--- src/design/rcms_pkg.sv ---
package rcms_pkg;
   // Timing base
   localparam int unsigned CLK_PERIOD_NS = 100;
   localparam int unsigned SUPPLY_BLANK_NS = 20000;
   localparam int unsigned PROT_BLANK_NS = 10000;
   localparam int unsigned REMOTE_HOLD_NS = 40000;
   localparam int unsigned SUPPLY_BLANK_CYC = (SUPPLY_BLANK_NS + CLK_PERIOD_NS - 1) / CLK_PERIOD_NS;
   localparam int unsigned PROT_BLANK_CYC = (PROT_BLANK_NS + CLK_PERIOD_NS - 1) / CLK_PERIOD_NS;
   localparam int unsigned REMOTE_HOLD_CYC = (REMOTE_HOLD_NS + CLK_PERIOD_NS - 1) / CLK_PERIOD_NS;
   localparam int unsigned CNT_W = 16;
   // Register map
   localparam int unsigned AXI_AW = 8;
   localparam logic [7:0] OFS_CTRL = 8'h00;
   localparam logic [7:0] OFS_STATUS = 8'h04;
   localparam logic [7:0] OFS_IRQ_STAT = 8'h08;
   localparam logic [7:0] OFS_IRQ_MASK = 8'h0c;
   localparam logic [1:0] RESP_OKAY = 2'h0;
   localparam logic [1:0] RESP_SLVERR = 2'h2;
   localparam int unsigned CTRL_VARIANT_BIT = 0;
   localparam int unsigned STAT_ST_LSB = 0;
   localparam int unsigned STAT_CMP_LSB = 8;
   localparam int unsigned STAT_OUT_LSB = 16;
   localparam int unsigned IRQ_RUN = 0;
   localparam int unsigned IRQ_SKIP = 1;
   localparam int unsigned IRQ_OFF = 2;
   localparam int unsigned IRQ_FAULT = 3;
   localparam logic [3:0] IRQ_RST = 4'h0;
   localparam logic VARIANT_RST = 1'b0;
   typedef enum logic [2:0] {ST_CHARGE, ST_BLANK, ST_RUN, ST_SKIP, ST_PSKIP, ST_OFF} rcms_state_t;
   // Comparator inputs
   typedef struct packed {
      logic latch_fault;
      logic fb_below_front;
      logic fb_off;
      logic line_ok;
      logic skip_in;
      logic remote_off;
      logic supply_off;
      logic supply_on;
   } rcms_cmp_t;
   // Block controls
   typedef struct packed {
      logic supply_mgmt_full;
      logic dss_en;
      logic startup_src_en;
      logic remote_pin_oe;
      logic remote_pin_o;
      logic seq_start;
      logic gate_drivers_en;
      logic front_stage_mode_high;
      logic front_stage_en;
      logic latch_prot_en;
      logic feedback_en;
      logic line_monitor_en;
   } rcms_out_t;
   typedef struct packed {
      rcms_state_t st;
      logic [7:0] s1;
      logic [7:0] s2;
      logic [7:0] s3;
      logic [7:0] cln;
      logic son_prev;
      logic [CNT_W-1:0] blank_cnt;
      logic [CNT_W-1:0] prot_cnt;
      logic [CNT_W-1:0] rem_cnt;
      logic variant;
      logic [3:0] irq_stat;
      logic [3:0] irq_mask;
      logic irq;
      logic awready;
      logic wready;
      logic bvalid;
      logic [1:0] bresp;
      logic [7:0] awaddr;
      logic [31:0] wdata;
      logic [3:0] wstrb;
      logic arready;
      logic rvalid;
      logic [1:0] rresp;
      logic [31:0] rdata;
      rcms_out_t out;
   } rcms_st_t;
   localparam rcms_st_t ST_RST = '{st: ST_CHARGE, awready: 1'b1, wready: 1'b1, arready: 1'b1,
                                   variant: VARIANT_RST, irq_stat: IRQ_RST, irq_mask: IRQ_RST,
                                   out: '{startup_src_en: 1'b1, supply_mgmt_full: 1'b1, default: 1'b0},
                                   default: '0};
endpackage

--- src/design/rcms_sequencer.sv ---
// Decided for this implementation: register access over AXI4-Lite and the address map.
module rcms_sequencer #(
   parameter int unsigned SUPPLY_BLANK = rcms_pkg::SUPPLY_BLANK_CYC,
   parameter int unsigned PROT_BLANK = rcms_pkg::PROT_BLANK_CYC,
   parameter int unsigned REMOTE_HOLD = rcms_pkg::REMOTE_HOLD_CYC
) (
   // Clock and reset
   input wire logic aclk,
   input wire logic aresetn,
   // AXI4-Lite write
   input wire logic [rcms_pkg::AXI_AW-1:0] s_axi_awaddr,
   input wire logic s_axi_awvalid,
   output logic s_axi_awready,
   input wire logic [31:0] s_axi_wdata,
   input wire logic [3:0] s_axi_wstrb,
   input wire logic s_axi_wvalid,
   output logic s_axi_wready,
   output logic [1:0] s_axi_bresp,
   output logic s_axi_bvalid,
   input wire logic s_axi_bready,
   // AXI4-Lite read
   input wire logic [rcms_pkg::AXI_AW-1:0] s_axi_araddr,
   input wire logic s_axi_arvalid,
   output logic s_axi_arready,
   output logic [31:0] s_axi_rdata,
   output logic [1:0] s_axi_rresp,
   output logic s_axi_rvalid,
   input wire logic s_axi_rready,
   // Comparators and block controls
   input wire rcms_pkg::rcms_cmp_t cmp_i,
   output rcms_pkg::rcms_out_t ctl_o,
   output logic irq_o
);
   import rcms_pkg::*;

   rcms_st_t q;
   rcms_st_t d;
   rcms_cmp_t c;
   logic son_rise;
   logic fault;
   logic [3:0] clr;
   logic [3:0] ev;
   logic full_on;

   assign c = rcms_cmp_t'(q.cln);
   assign son_rise = c.supply_on & ~q.son_prev;
   // Latch input masked while its own blank runs
   assign fault = (c.latch_fault & (q.prot_cnt == '0)) | ~c.line_ok;

   always_comb begin
      d = q;
      clr = 4'h0;
      ev = 4'h0;
      full_on = 1'b0;
      // Three-stage input capture
      d.s1 = cmp_i;
      d.s2 = q.s1;
      d.s3 = q.s2;
      d.cln = (q.s2 & q.s3) | (q.cln & (q.s2 ^ q.s3));
      d.son_prev = c.supply_on;
      if (q.blank_cnt != '0) begin
         d.blank_cnt = q.blank_cnt - 1'b1;
      end
      if (q.prot_cnt != '0) begin
         d.prot_cnt = q.prot_cnt - 1'b1;
      end
      if (q.rem_cnt != '0) begin
         d.rem_cnt = q.rem_cnt - 1'b1;
      end
      // Write channel
      if (s_axi_awvalid && q.awready) begin
         d.awaddr = s_axi_awaddr;
         d.awready = 1'b0;
      end
      if (s_axi_wvalid && q.wready) begin
         d.wdata = s_axi_wdata;
         d.wstrb = s_axi_wstrb;
         d.wready = 1'b0;
      end
      if (!q.awready && !q.wready && !q.bvalid) begin
         d.bvalid = 1'b1;
         d.bresp = RESP_OKAY;
         case (q.awaddr)
            OFS_CTRL: begin
               if (q.wstrb[0]) begin
                  d.variant = q.wdata[CTRL_VARIANT_BIT];
               end
            end
            OFS_STATUS: begin
               d.bresp = RESP_OKAY;
            end
            OFS_IRQ_STAT: begin
               if (q.wstrb[0]) begin
                  clr = q.wdata[3:0];
               end
            end
            OFS_IRQ_MASK: begin
               if (q.wstrb[0]) begin
                  d.irq_mask = q.wdata[3:0];
               end
            end
            default: begin
               d.bresp = RESP_SLVERR;
            end
         endcase
      end
      if (q.bvalid && s_axi_bready) begin
         d.bvalid = 1'b0;
         d.awready = 1'b1;
         d.wready = 1'b1;
      end
      // Read channel
      if (s_axi_arvalid && q.arready) begin
         d.arready = 1'b0;
         d.rvalid = 1'b1;
         d.rresp = RESP_OKAY;
         d.rdata = 32'h0;
         case (s_axi_araddr)
            OFS_CTRL: begin
               d.rdata[CTRL_VARIANT_BIT] = q.variant;
            end
            OFS_STATUS: begin
               d.rdata[STAT_ST_LSB +: 3] = q.st;
               d.rdata[STAT_CMP_LSB +: 8] = q.cln;
               d.rdata[STAT_OUT_LSB +: 12] = q.out;
            end
            OFS_IRQ_STAT: begin
               d.rdata[3:0] = q.irq_stat;
            end
            OFS_IRQ_MASK: begin
               d.rdata[3:0] = q.irq_mask;
            end
            default: begin
               d.rresp = RESP_SLVERR;
            end
         endcase
      end
      if (q.rvalid && s_axi_rready) begin
         d.rvalid = 1'b0;
         d.arready = 1'b1;
      end
      // Sequencer
      case (q.st)
         ST_CHARGE: begin
            if (son_rise) begin
               d.st = ST_BLANK;
               d.blank_cnt = CNT_W'(SUPPLY_BLANK);
               d.prot_cnt = CNT_W'(PROT_BLANK);
               d.rem_cnt = CNT_W'(REMOTE_HOLD);
            end
         end
         ST_BLANK: begin
            if (c.supply_off) begin
               d.st = ST_CHARGE;
            end else if (q.blank_cnt == '0) begin
               if (fault) begin
                  d.st = ST_CHARGE;
                  ev[IRQ_FAULT] = 1'b1;
               end else begin
                  d.st = ST_RUN;
                  ev[IRQ_RUN] = 1'b1;
               end
            end
         end
         ST_RUN: begin
            if (!q.variant && c.remote_off && q.rem_cnt == '0) begin
               d.st = ST_OFF;
               ev[IRQ_OFF] = 1'b1;
            end else if (q.variant && c.fb_off) begin
               d.st = ST_PSKIP;
               ev[IRQ_SKIP] = 1'b1;
            end else if (c.supply_off) begin
               d.st = ST_CHARGE;
            end else if (c.skip_in) begin
               d.st = ST_SKIP;
               ev[IRQ_SKIP] = 1'b1;
            end
         end
         ST_SKIP: begin
            if (!q.variant && c.remote_off && q.rem_cnt == '0) begin
               d.st = ST_OFF;
               ev[IRQ_OFF] = 1'b1;
            end else if (c.supply_off) begin
               d.st = q.variant ? ST_OFF : ST_CHARGE;
            end else if (q.variant && c.fb_off) begin
               d.st = ST_PSKIP;
            end else if (!c.skip_in) begin
               d.st = ST_RUN;
               d.prot_cnt = CNT_W'(PROT_BLANK);
            end
         end
         ST_PSKIP: begin
            if (c.supply_off) begin
               d.st = ST_OFF;
               ev[IRQ_OFF] = 1'b1;
            end else if (!c.fb_off) begin
               d.st = ST_SKIP;
            end
         end
         ST_OFF: begin
            if (!q.variant && !c.remote_off) begin
               d.st = ST_CHARGE;
            end else if (q.variant && !c.fb_off) begin
               d.st = ST_CHARGE;
            end
         end
         default: begin
            d.st = ST_CHARGE;
         end
      endcase
      // Block controls follow the next state
      full_on = (d.st == ST_BLANK) || (d.st == ST_RUN);
      d.out.line_monitor_en = full_on || (d.st == ST_CHARGE) || (d.st == ST_PSKIP);
      d.out.feedback_en = (d.st != ST_OFF);
      d.out.latch_prot_en = full_on;
      d.out.front_stage_en = full_on;
      d.out.front_stage_mode_high = full_on && !c.fb_below_front;
      d.out.gate_drivers_en = (d.st == ST_RUN);
      d.out.seq_start = (q.st == ST_BLANK) && (d.st == ST_RUN);
      d.out.remote_pin_o = 1'b0;
      d.out.remote_pin_oe = (d.rem_cnt != '0);
      d.out.startup_src_en = (d.st == ST_CHARGE) || (d.st == ST_OFF);
      d.out.dss_en = (d.st == ST_OFF);
      d.out.supply_mgmt_full = (d.st != ST_OFF);
      // Set beats clear
      d.irq_stat = (q.irq_stat & ~clr) | ev;
      d.irq = |(d.irq_stat & d.irq_mask);
   end

   always_ff @(posedge aclk) begin
      if (!aresetn) begin
         q <= ST_RST;
      end else begin
         q <= d;
      end
   end

   assign s_axi_awready = q.awready;
   assign s_axi_wready = q.wready;
   assign s_axi_bvalid = q.bvalid;
   assign s_axi_bresp = q.bresp;
   assign s_axi_arready = q.arready;
   assign s_axi_rvalid = q.rvalid;
   assign s_axi_rresp = q.rresp;
   assign s_axi_rdata = q.rdata;
   assign ctl_o = q.out;
   assign irq_o = q.irq;
endmodule // rcms_sequencer

--- config.mk ---
export PLATFORM = sky130hd
export DESIGN_NAME = rcms_sequencer
export DESIGN_NICKNAME = d
export VERILOG_FILES = /design/src/design/rcms_pkg.sv /design/src/design/rcms_sequencer.sv
export SDC_FILE = /design/constraint.sdc
export NUM_CORES = 1
export LEC_CHECK = 0
export BUFFER_PORTS_ARGS = -buffer_cell sky130_fd_sc_hd__buf_2
export CAP_MARGIN = 20
export CORE_ASPECT_RATIO = 0.6
export CORE_MARGIN = 1.5
export CORE_UTILIZATION = 45
export CTS_BUF_LIST = sky130_fd_sc_hd__clkbuf_16
export DETAILED_ROUTE_END_ITERATION = 8
export PLACE_DENSITY = 0.67
export SETUP_SLACK_MARGIN = 0.3
export SLEW_MARGIN = 0
export SYNTH_ARGS = -nofsm -noshare
export SYNTH_HDL_FRONTEND = slang
export SYNTH_SLANG_ARGS = --single-unit
--- constraint.sdc ---
create_clock -name aclk -period 5.54 [get_ports aclk]
set_clock_uncertainty 0.1 [all_clocks]
set_input_delay 0.554 -clock aclk [delete_from_list [all_inputs] [get_ports aclk]]
set_output_delay 0.554 -clock aclk [all_outputs]
set_load 0.05 [all_outputs]
## Word level (Yosys, flattened, before mapping)

Cells that the tools add are included.

- Reduce and logical (&&, ||, !) cells: 43
- Eq/ne operators: 16
- Add/sub/neg operators: 3
- Multiplexer cells: 57
- Bitwise operators: 14

Operators with widths:

| operator | count |
|---|---|
| $mux 16 | 9 |
| $reduce_bool 16->1 | 4 |
| $logic_not 16->1 | 3 |
| $mux 3 | 16 |
| $mux 48 | 1 |
| $sub 16x1->16 const B | 3 |
| $eq 8x4->1 const B | 4 |
| $pmux 16 s2 | 1 |
| $mux 4 | 6 |
| $mux 20 | 1 |
| $pmux 3 s6 | 1 |
| $and 8x8->8 | 2 |
| $eq 8x3->1 const B | 2 |
| $logic_not 8->1 | 2 |
| $mux 1 | 15 |
| $logic_and 1x1->1 | 14 |
| $eq 3x3->1 const B | 4 |
| $reduce_or 4->1 | 3 |
| $eq 3x2->1 const B | 3 |
| $and 4x4->4 | 2 |
| $or 8x8->8 | 1 |
| $xor 8x8->8 | 1 |
| $logic_not 1->1 | 7 |
| $eq 3x1->1 const B | 2 |
| other kinds (14) | 26 |

- Register bits after elaboration: 182
- Output and inout bits: 54
- Input bits: 67

## Longest topological paths before layout

Gate-level depths: netlist (run 1).

- Depth after elaboration: 11
- Depth in mapped cells: 10
- Gate-level depth less buffers: 8

## Worst setup path before layout (run 1)

Ideal clock, no wire load.

- Path kind: flip-flop to flip-flop
- From: register q[123] (netlist name)
- To: register q (netlist bit irq_o)
- Path buffers: 0
- Clock period less this slack: 2.725 ns
- Path slack: 2.815 ns
- Cell stages (with the launch flop): 8
- Arrival time: 2.503 ns
- Data required time: 5.318 ns
- Setup time: 0.122 ns
- Cells stage by stage: dfxtp_1 > inv_1 > ha_1 > or4b_2 > or4_4 > o21ai_1 > mux2_2 > a221o_1

- Longest elaborated chain between the ends: 10

Ends and longest elaborated chain:

| item | RTL line | text |
|---|---|---|
| start, declared | rcms_sequencer.sv:36 | `rcms_st_t q;` |
| start signal, assigned | rcms_sequencer.sv:232 | `q <= ST_RST;` |
| start signal, assigned | rcms_sequencer.sv:234 | `q <= d;` |
| $logic_not 16->1 (*) | rcms_sequencer.sv:48 | `assign fault = (c.latch_fault & (q.prot_cnt == '0)) \| ~c.line_ok;` |
| $and 1x1->1 (*) | rcms_sequencer.sv:48 |  |
| $or 1x1->1 (*) | rcms_sequencer.sv:48 |  |
| $mux 1 | rcms_sequencer.sv:156 | `if (fault) begin` |
| $mux 1 | rcms_sequencer.sv:155 | `end else if (q.blank_cnt == '0) begin` |
| $mux 1 | rcms_sequencer.sv:153 | `if (c.supply_off) begin` |
| $mux 1 | rcms_sequencer.sv:143 | `case (q.st)` |
| $or 4x4->4 (*) | rcms_sequencer.sv:226 | `d.irq_stat = (q.irq_stat & ~clr) \| ev;` |
| $and 4x4->4 (*) | rcms_sequencer.sv:227 | `d.irq = \|(d.irq_stat & d.irq_mask);` |
| $reduce_or 4->1 (*) | rcms_sequencer.sv:227 |  |

Every way passes the cells marked *; elsewhere a longest branch is shown, timed or not.
A chain may end at the register's enable or synchronous reset.

## Worst setup path after layout (run 1)

Same ends and word-level chain as after synthesis.

==> results of run 1 <==
area by class of cell:
class | count | share of cell area (%)
Clock inverter | 13 | 1.73
Multi-Input combinational cell | 488 | 40.9
Sequential cell | 146 | 41.2
Tap cell | 192 | 3.39
Inverter | 20 | 1.06
Timing Repair Buffer | 79 | 5.65
Clock buffer | 17 | 6.00
per-stage QoR:
step           std cells  utilization [%]  power (mW)  setup slack [ns]  instance area [um^2]
3_3_place_gp         925             47.4        2.34              2.60                  6540
4_1_cts              955             51.4        3.46              2.53                  7090
2_1_floorplan        734                -        2.18              2.82                  6470
3_5_place_dp         925             47.4        2.38              2.54                  6540
6_report             955             51.4        3.46              2.54                  7090
5_1_grt              955             51.4        3.67              2.34                  7090
logic make-up (layout without fill, tap and decap cells):
group	after synthesis	in the layout	synth area share (%)
simple gates	312	312	24.8
flops	146	146	45.5
compound gates	107	107	10.6
buf+inv	100	129	10.1
xor+xnor	32	32	4.36
mux	13	13	2.32
fa+ha+maj	12	12	2.32
other cells	1	12	0.0583
per-layer routing:
layer  up-vias  routed length [um]  global-route usage (%)  part of all wire (%)
met5         -                   0                       0                     0
met4         0                 213                    7.94                   1.5
met3        19                1120                    6.14                   7.8
met2       178                5660                    29.0                    40
met1      2361                7280                    27.8                    51
li1       2500                   -                       -                     -
flip-flops by register name, indices dropped and copies added (netlist names):
signal and count:
q 82, s_axi_rdata 22, d 16, ctl_o 10, c 8, irq_o 1, s_axi_arready 1, s_axi_awready 1
s_axi_bresp 1, s_axi_bvalid 1, s_axi_rresp 1, s_axi_rvalid 1, s_axi_wready 1
Yosys cell counts (2+ instances only):
| cell | n | area share, % |
|---|---|---|
| nor4bb_1 | 2 | 0.31 |
| or2_2 | 3 | 0.29 |
| or4_1 | 6 | 0.70 |
| o21ai_0 | 9 | 0.70 |
| nor3b_1 | 4 | 0.47 |
| nor4_2 | 3 | 0.58 |
| mux2i_1 | 7 | 1.1 |
| a21boi_0 | 2 | 0.23 |
| nand4_1 | 9 | 0.88 |
| nand3b_1 | 4 | 0.47 |
| xor2_1 | 15 | 2.0 |
| nand2b_1 | 3 | 0.29 |
| bufbuf_16 | 2 | 1.0 |
| nor2_1 | 109 | 6.4 |
| clkbuf_1 | 23 | 1.3 |
| nor4_1 | 12 | 1.2 |
| nor3_1 | 24 | 1.9 |
| a22o_1 | 3 | 0.41 |
| and2_1 | 30 | 2.9 |
| a22oi_1 | 21 | 2.5 |
| mux2_2 | 5 | 0.88 |
| dfxtp_1 | 146 | 45 |
| inv_1 | 19 | 1.1 |
| nand2_1 | 46 | 2.7 |
| nand3_1 | 19 | 1.5 |
| nor4b_1 | 3 | 0.41 |
| a21oi_1 | 48 | 3.7 |
| and3_1 | 7 | 0.68 |
| a211o_1 | 2 | 0.27 |
| or3_1 | 13 | 1.3 |
| a221o_1 | 2 | 0.31 |
| buf_6 | 2 | 0.35 |
| or4b_2 | 2 | 0.31 |
| ha_1 | 11 | 2.1 |
| xnor2_1 | 17 | 2.3 |
| buf_4 | 49 | 5.7 |
| and3b_1 | 2 | 0.27 |
| o21a_1 | 4 | 0.47 |
| a211oi_1 | 6 | 0.70 |
| o31a_1 | 2 | 0.27 |
| nor2b_1 | 2 | 0.19 |
power groups by stage:
stage | logic (mW) | registers (mW) | clock network, mW
3_5_place_dp | 1.04 | 1.34 | 0
5_1_grt | 1.18 | 1.35 | 1.14
4_1_cts | 1.04 | 1.32 | 1.09
3_3_place_gp | 1.00 | 1.33 | 0
6_report | 1.05 | 1.33 | 1.08
2_1_floorplan | 0.871 | 1.31 | 0
worst min path at each step:
stage	end	depth (start not counted)
floorplan	d[164]	1
global placement	d[168]	1
detailed placement	d[170]	1
CTS	d[176]	2
global route	d[176]	2
finish	d[176]	2
worst max-delay path, delay by kind of cell (launching register included):
kind	cells	cell delay [ns]
muxes	1	0.39
AOI/OAI and AO/OA	2	0.68
and+or+nand+nor	2	1.10
adders and majority gates	1	0.20
buffers and inverters	1	0.10
DFF	1	0.31
==> out/results.txt, run 1 <==
Status - complete, no violations
ANT cells - 0
Vias in the first global route - 4,644
Pint - 2.27 mW
Asr flop ratio synth - 0%
RSZ-0062 raised after global routing - no
Clock sinks - 146
Root Driver - clkbuf_16
Maximum vdd drop - 0.252 mV
Initial Util - 46.6%
R2R setup slack - 2.54 ns
DR vias - 5,058
Final WL - 14,300 um
# rows - 33
Crit Reg-Reg Endpoint - irq_o
Area of the multi-input gates - 2900 um^2
Min cycle time layout - 3.00 ns
H-tree levels - 4
TritonCTS Buffers - 17
Dpl hpwl - 10,200 um
Storage element area - 2920 um^2
Psw - 1.19 mW
Total core area - 13,800 um^2
Leading cell type in the layout, fill and taps excluded - dfxtp_1
Arr. time, crit path - 3.20 ns
Post-synth EDFFs - 0
Syn Inst Count - 723
Hold Buf Count CTS - 0
Relative slew margins - 31.6%
YS warnings - 0
Setup Fix Bufs, Post-CTS - 0
Tcrit/Tclk final - 54.1%
Ports - 121
Cts repair resizes - 0
Setup TNS - 0 ns
Mapped Avg Cell Area - 8.89 um^2
Global-route wire length before repair - 23,100 um
Synth cell types - 66
Share of layout cells above drive strength 1 - 16.9%
RD Place Congestion - 0.805
Post-Syn Area - 6430 um^2
CTS tree - built
Reg2reg path depth - 7
Hold WS - 0.242 ns
Fillers - 1,325
First-pass DRT Iterations - 5
Post-synthesis sequential area ratio - 45.5%
HP Class - in2reg
Crit-path slowest cell - or4b_2
Slew @ Worst Pin - 1.02 ns
Sequential fraction of design power - 38.3%
Leak - 2.93 nW
Final-stage net count - 830
Most frequent cells in the layout - dfxtp_1, nor2_1, buf_2, a21oi_1, nand2_1
CP Capture Type - flop
Reg2reg start - q[123]
Pwr Density - 488 nW/um^2
Remaining DRCs - 0
Worst path cell trace - inv_1, ha_1, or4b_2, or4_4, o21ai_1, mux2_2, a221o_1
Max FO, Critical Path - 4
Buffer levels on the longest clock path - 2
Req. time, crit path - 5.74 ns
Clock latency on the worst-skew pair - 0.41 ns
Die height - 95.6 um
Clk pwr share - 31.2%
Setup violations, final - 0
GRT Total Usage - 20.0%
Timing startpoint of the critical path - q[123]
Wirelength per Cell - 14.9 um
Largest net degree at the start of global routing - 64
Residual overflow from global routing - 0
Crit-path max cell delay - 0.62 ns
Max cap viols - 0
Peak Freq - 0.333 GHz
Initial antenna violation count - 0
Switching share of total power - 34.4%
Full die area - 15,000 um^2
Area grow syn2layout - 10.2%
Clk slew on worst S/H paths - 0.06 ns
FF+latch count, synth - 146
Max Slew Vio Count - 0
Critical path launch point type - flop
Combinational fraction of design power - 30.5%
Number of I/O port buffers - 77
Die X - 157 um
Hold_sp - cmp_i[4]
Routed Antenna Nets - 0
Vias/cell - 5.30
1st-iter DRT viols - 356
Synth Flop Type - dfxtp_1
Hold Fails Final Rpt - 0
CP Capture Point - irq_o
CP Class - reg2reg
Note: power is estimated with default switching activity, not from simulation.
==> inputs of run 2 (changes only) <==
--- a/config.mk
+++ b/config.mk
@@ -12,7 +12,7 @@
 export CORE_UTILIZATION = 45
 export CTS_BUF_LIST = sky130_fd_sc_hd__clkbuf_16
 export DETAILED_ROUTE_END_ITERATION = 8
-export PLACE_DENSITY = 0.67
+export PLACE_DENSITY = 0.69
 export SETUP_SLACK_MARGIN = 0.3
 export SLEW_MARGIN = 0
 export SYNTH_ARGS = -nofsm -noshare
==> constraint.sdc (replaced) <==
create_clock -name aclk -period 2.75 [get_ports aclk]
set_clock_uncertainty 0.1 [all_clocks]
set_input_delay 0.275 -clock aclk [delete_from_list [all_inputs] [get_ports aclk]]
set_output_delay 0.275 -clock aclk [all_outputs]
set_load 0.05 [all_outputs]
==> run 2 against run 1 <==
Worst hold slack lost 0.23 ns. Critical path depth shrank 2. Register-to-register slack lost 2.2 ns. Sequential share of layout area shrank 2.0 points. Non-clock buffer count grew 34. Combinational power grew 140%. Critical path type unchanged.
==> out/results.txt, run 2 (synthesis gave the netlist of run 1 again) <==
1st-iter DRT viols - 506 (+42%)
Hold Fails Final Rpt - 0 (unchanged)
Critical path launch point type - flop
RSZ-0062 raised after global routing - yes
Reg2reg path depth - 5 (-2)
Final-stage net count - 864 (+4.1%)
Max FFs per register - 82 (unchanged)
Crit-path slowest cell - or4_4
Status - complete, no violations
H-tree levels - 4 (unchanged)
Total core area - 13,800 um^2 (unchanged)
Min cycle time layout - 2.46 ns (-0.544 ns)
Die X - 157 um (unchanged)
Share of layout cells above drive strength 1 - 21.4% (+4.5 points)
Dpl hpwl - 10,400 um (+2.4%)
Setup TNS - 0 ns (unchanged)
Relative slew margins - 65.7% (+34 points)
Largest register by flop count - q
Timing startpoint of the critical path - q[136]
First-pass DRT Iterations - 5 (unchanged)
Top cell by count, worst path - or4_4
Residual overflow from global routing - 0 (unchanged)
Arr. time, crit path - 2.66 ns (-0.54 ns)
Crit-path max cell delay - 0.59 ns (-0.03 ns)
Req. time, crit path - 2.95 ns (-2.79 ns)
Met2 routed WL - 6210 um (+9.8%)
Routed Antenna Nets - 0 (unchanged)
CP Capture Type - flop
HP Class - in2reg
Leading cell type in the layout, fill and taps excluded - dfxtp_1
Vias/cell - 5.29 (about the same)
Top Metal Used - met4
Clk slew on worst S/H paths - 0.06 ns (about the same)
Final core utilization - 54.1% (+2.7 points)
Finished layout cell area - 7470 um^2 (+5.3%)
Remaining DRCs - 0 (unchanged)
CP Depth - 5 (-2)
Clock sinks - 146 (unchanged)
Most frequent cells in the layout - dfxtp_1, nor2_1, buf_2, a21oi_1, nand2_1
# rows - 33 (unchanged)
Clock latency on the worst-skew pair - 0.42 ns (about the same)
Initial antenna violation count - 0 (unchanged)
Vias in the first global route - 4,869 (+4.8%)
Die height - 95.6 um (unchanged)
Reg2reg start - q[136]
Initial Util - 46.6% (unchanged)
Peak Freq - 0.407 GHz (+22%)
Slew @ Worst Pin - 0.514 ns (-0.510 ns)
CP Capture Point - irq_o
Crit path buf inv count - 0 (-1)
Full die area - 15,000 um^2 (unchanged)
Crit Reg-Reg Endpoint - irq_o
TritonCTS Buffers - 17 (unchanged)
Max FO, Critical Path - 3 (-1)
Routed metal-1 wirelength - 7240 um (-0.56%)
R2R setup slack - 0.29 ns (-2.25 ns)
Area grow syn2layout - 16.1%
Worst path top cell family by delay - simple AND/OR/NAND/NOR gates
Metal3 WL - 1330 um (+20%)
Root Driver - clkbuf_16
ANT cells - 0 (unchanged)
Hold_sp - s_axi_wdata[2]
GRT Total Usage - 20.7% (+0.69 points)
Tcrit/Tclk final - 89.3% (+35 points)
CTS tree - built
Placed standard-cell area - 6690 um^2 (+2.4%)
CP Class - reg2reg
Worst path cell trace - or4_4, or4_4, o21ai_4, mux2_4, a221o_1
Max Slew Vio Count - 0 (unchanged)
Largest net degree at the start of global routing - 47 (-27%)
DR vias - 5,240 (+3.6%)
Maximum vdd drop - 0.563 mV (+120%)
Pwr Density - 982 nW/um^2 (+100%)
Max cap viols - 0 (unchanged)
Ports - 121 (unchanged)
Buffer levels on the longest clock path - 2 (unchanged)
Global-route wire length before repair - 23,800 um (+2.7%)
Setup violations, final - 0 (unchanged)
Number of I/O port buffers - 77 (unchanged)
RD Place Congestion - 0.936 (+16%)
Leak - 3.10 nW (+6.1%)
Wirelength per Cell - 15.1 um (+1.3%)
Final WL - 15,000 um (+5.1%)
run 2: metrics by stage:
step / worst slack (ns) / cells / power (mW) / hold slack, ns
after floorplan: 0.217 / 734 / 4.43 / 0.275
after global placement: 0.162 / 941 / 4.88 / 0.315
after detailed placement: 0.0595 / 941 / 4.99 / 0.318
after CTS: 0.302 / 988 / 7.25 / 0.000594
after global routing: 0.213 / 990 / 7.75 / 0.0131
final: 0.294 / 990 / 7.33 / 0.0131
run 2: power breakdown:
group	switching [mW]	internal, mW
sequential	0.291	2.40
clock	0.981	1.18
combinational	1.36	1.12
total	2.63	4.70
run 2: tightest hold or removal path: cells and delay by family:
| kind | cells | cell delay [ns] |
|---|---|---|
| simple gates | 1 | 0.06 |
| buf+inv | 1 | 0.10 |
| compound gates | 1 | 0.06 |
run 2: how the worst min path moves through the flow:
stage | endpoint | cells past startpoint
6_report | q[54] | 3
5_1_grt | q[85] | 3
4_1_cts | q[54] | 3
3_5_place_dp | d[169] | 1
3_3_place_gp | d[168] | 1
2_1_floorplan | s_axi_wready | 1
run 2: per-layer routing:
metal / up-vias / track usage [%]
met5: - / 0
met4: 0 / 6.68
met3: 26 / 7.23
met2: 196 / 30.9
met1: 2457 / 28.1
li1: 2561 / -
run 2: what timing repair did:
| action | in CTS | in global routing |
|---|---|---|
| pin swaps | 4 | 1 |
| endpoints found under the hold margin | 12 | 0 |
| setup endpoints to repair | 30 | 30 |
| resized for setup | 8 | 7 |
| buffers inserted | 4 | 2 |
| hold buffers | 12 | 0 |
run 2: cell type report:
class | instances | area, um^2
clock buffer | 17 | 425
clock inverter | 14 | 121
fill | 1254 | 6320
inverter | 20 | 75.1
multi-input combinational | 488 | 2990
sequential | 146 | 2930
tap | 192 | 240
timing repair buffer | 113 | 686
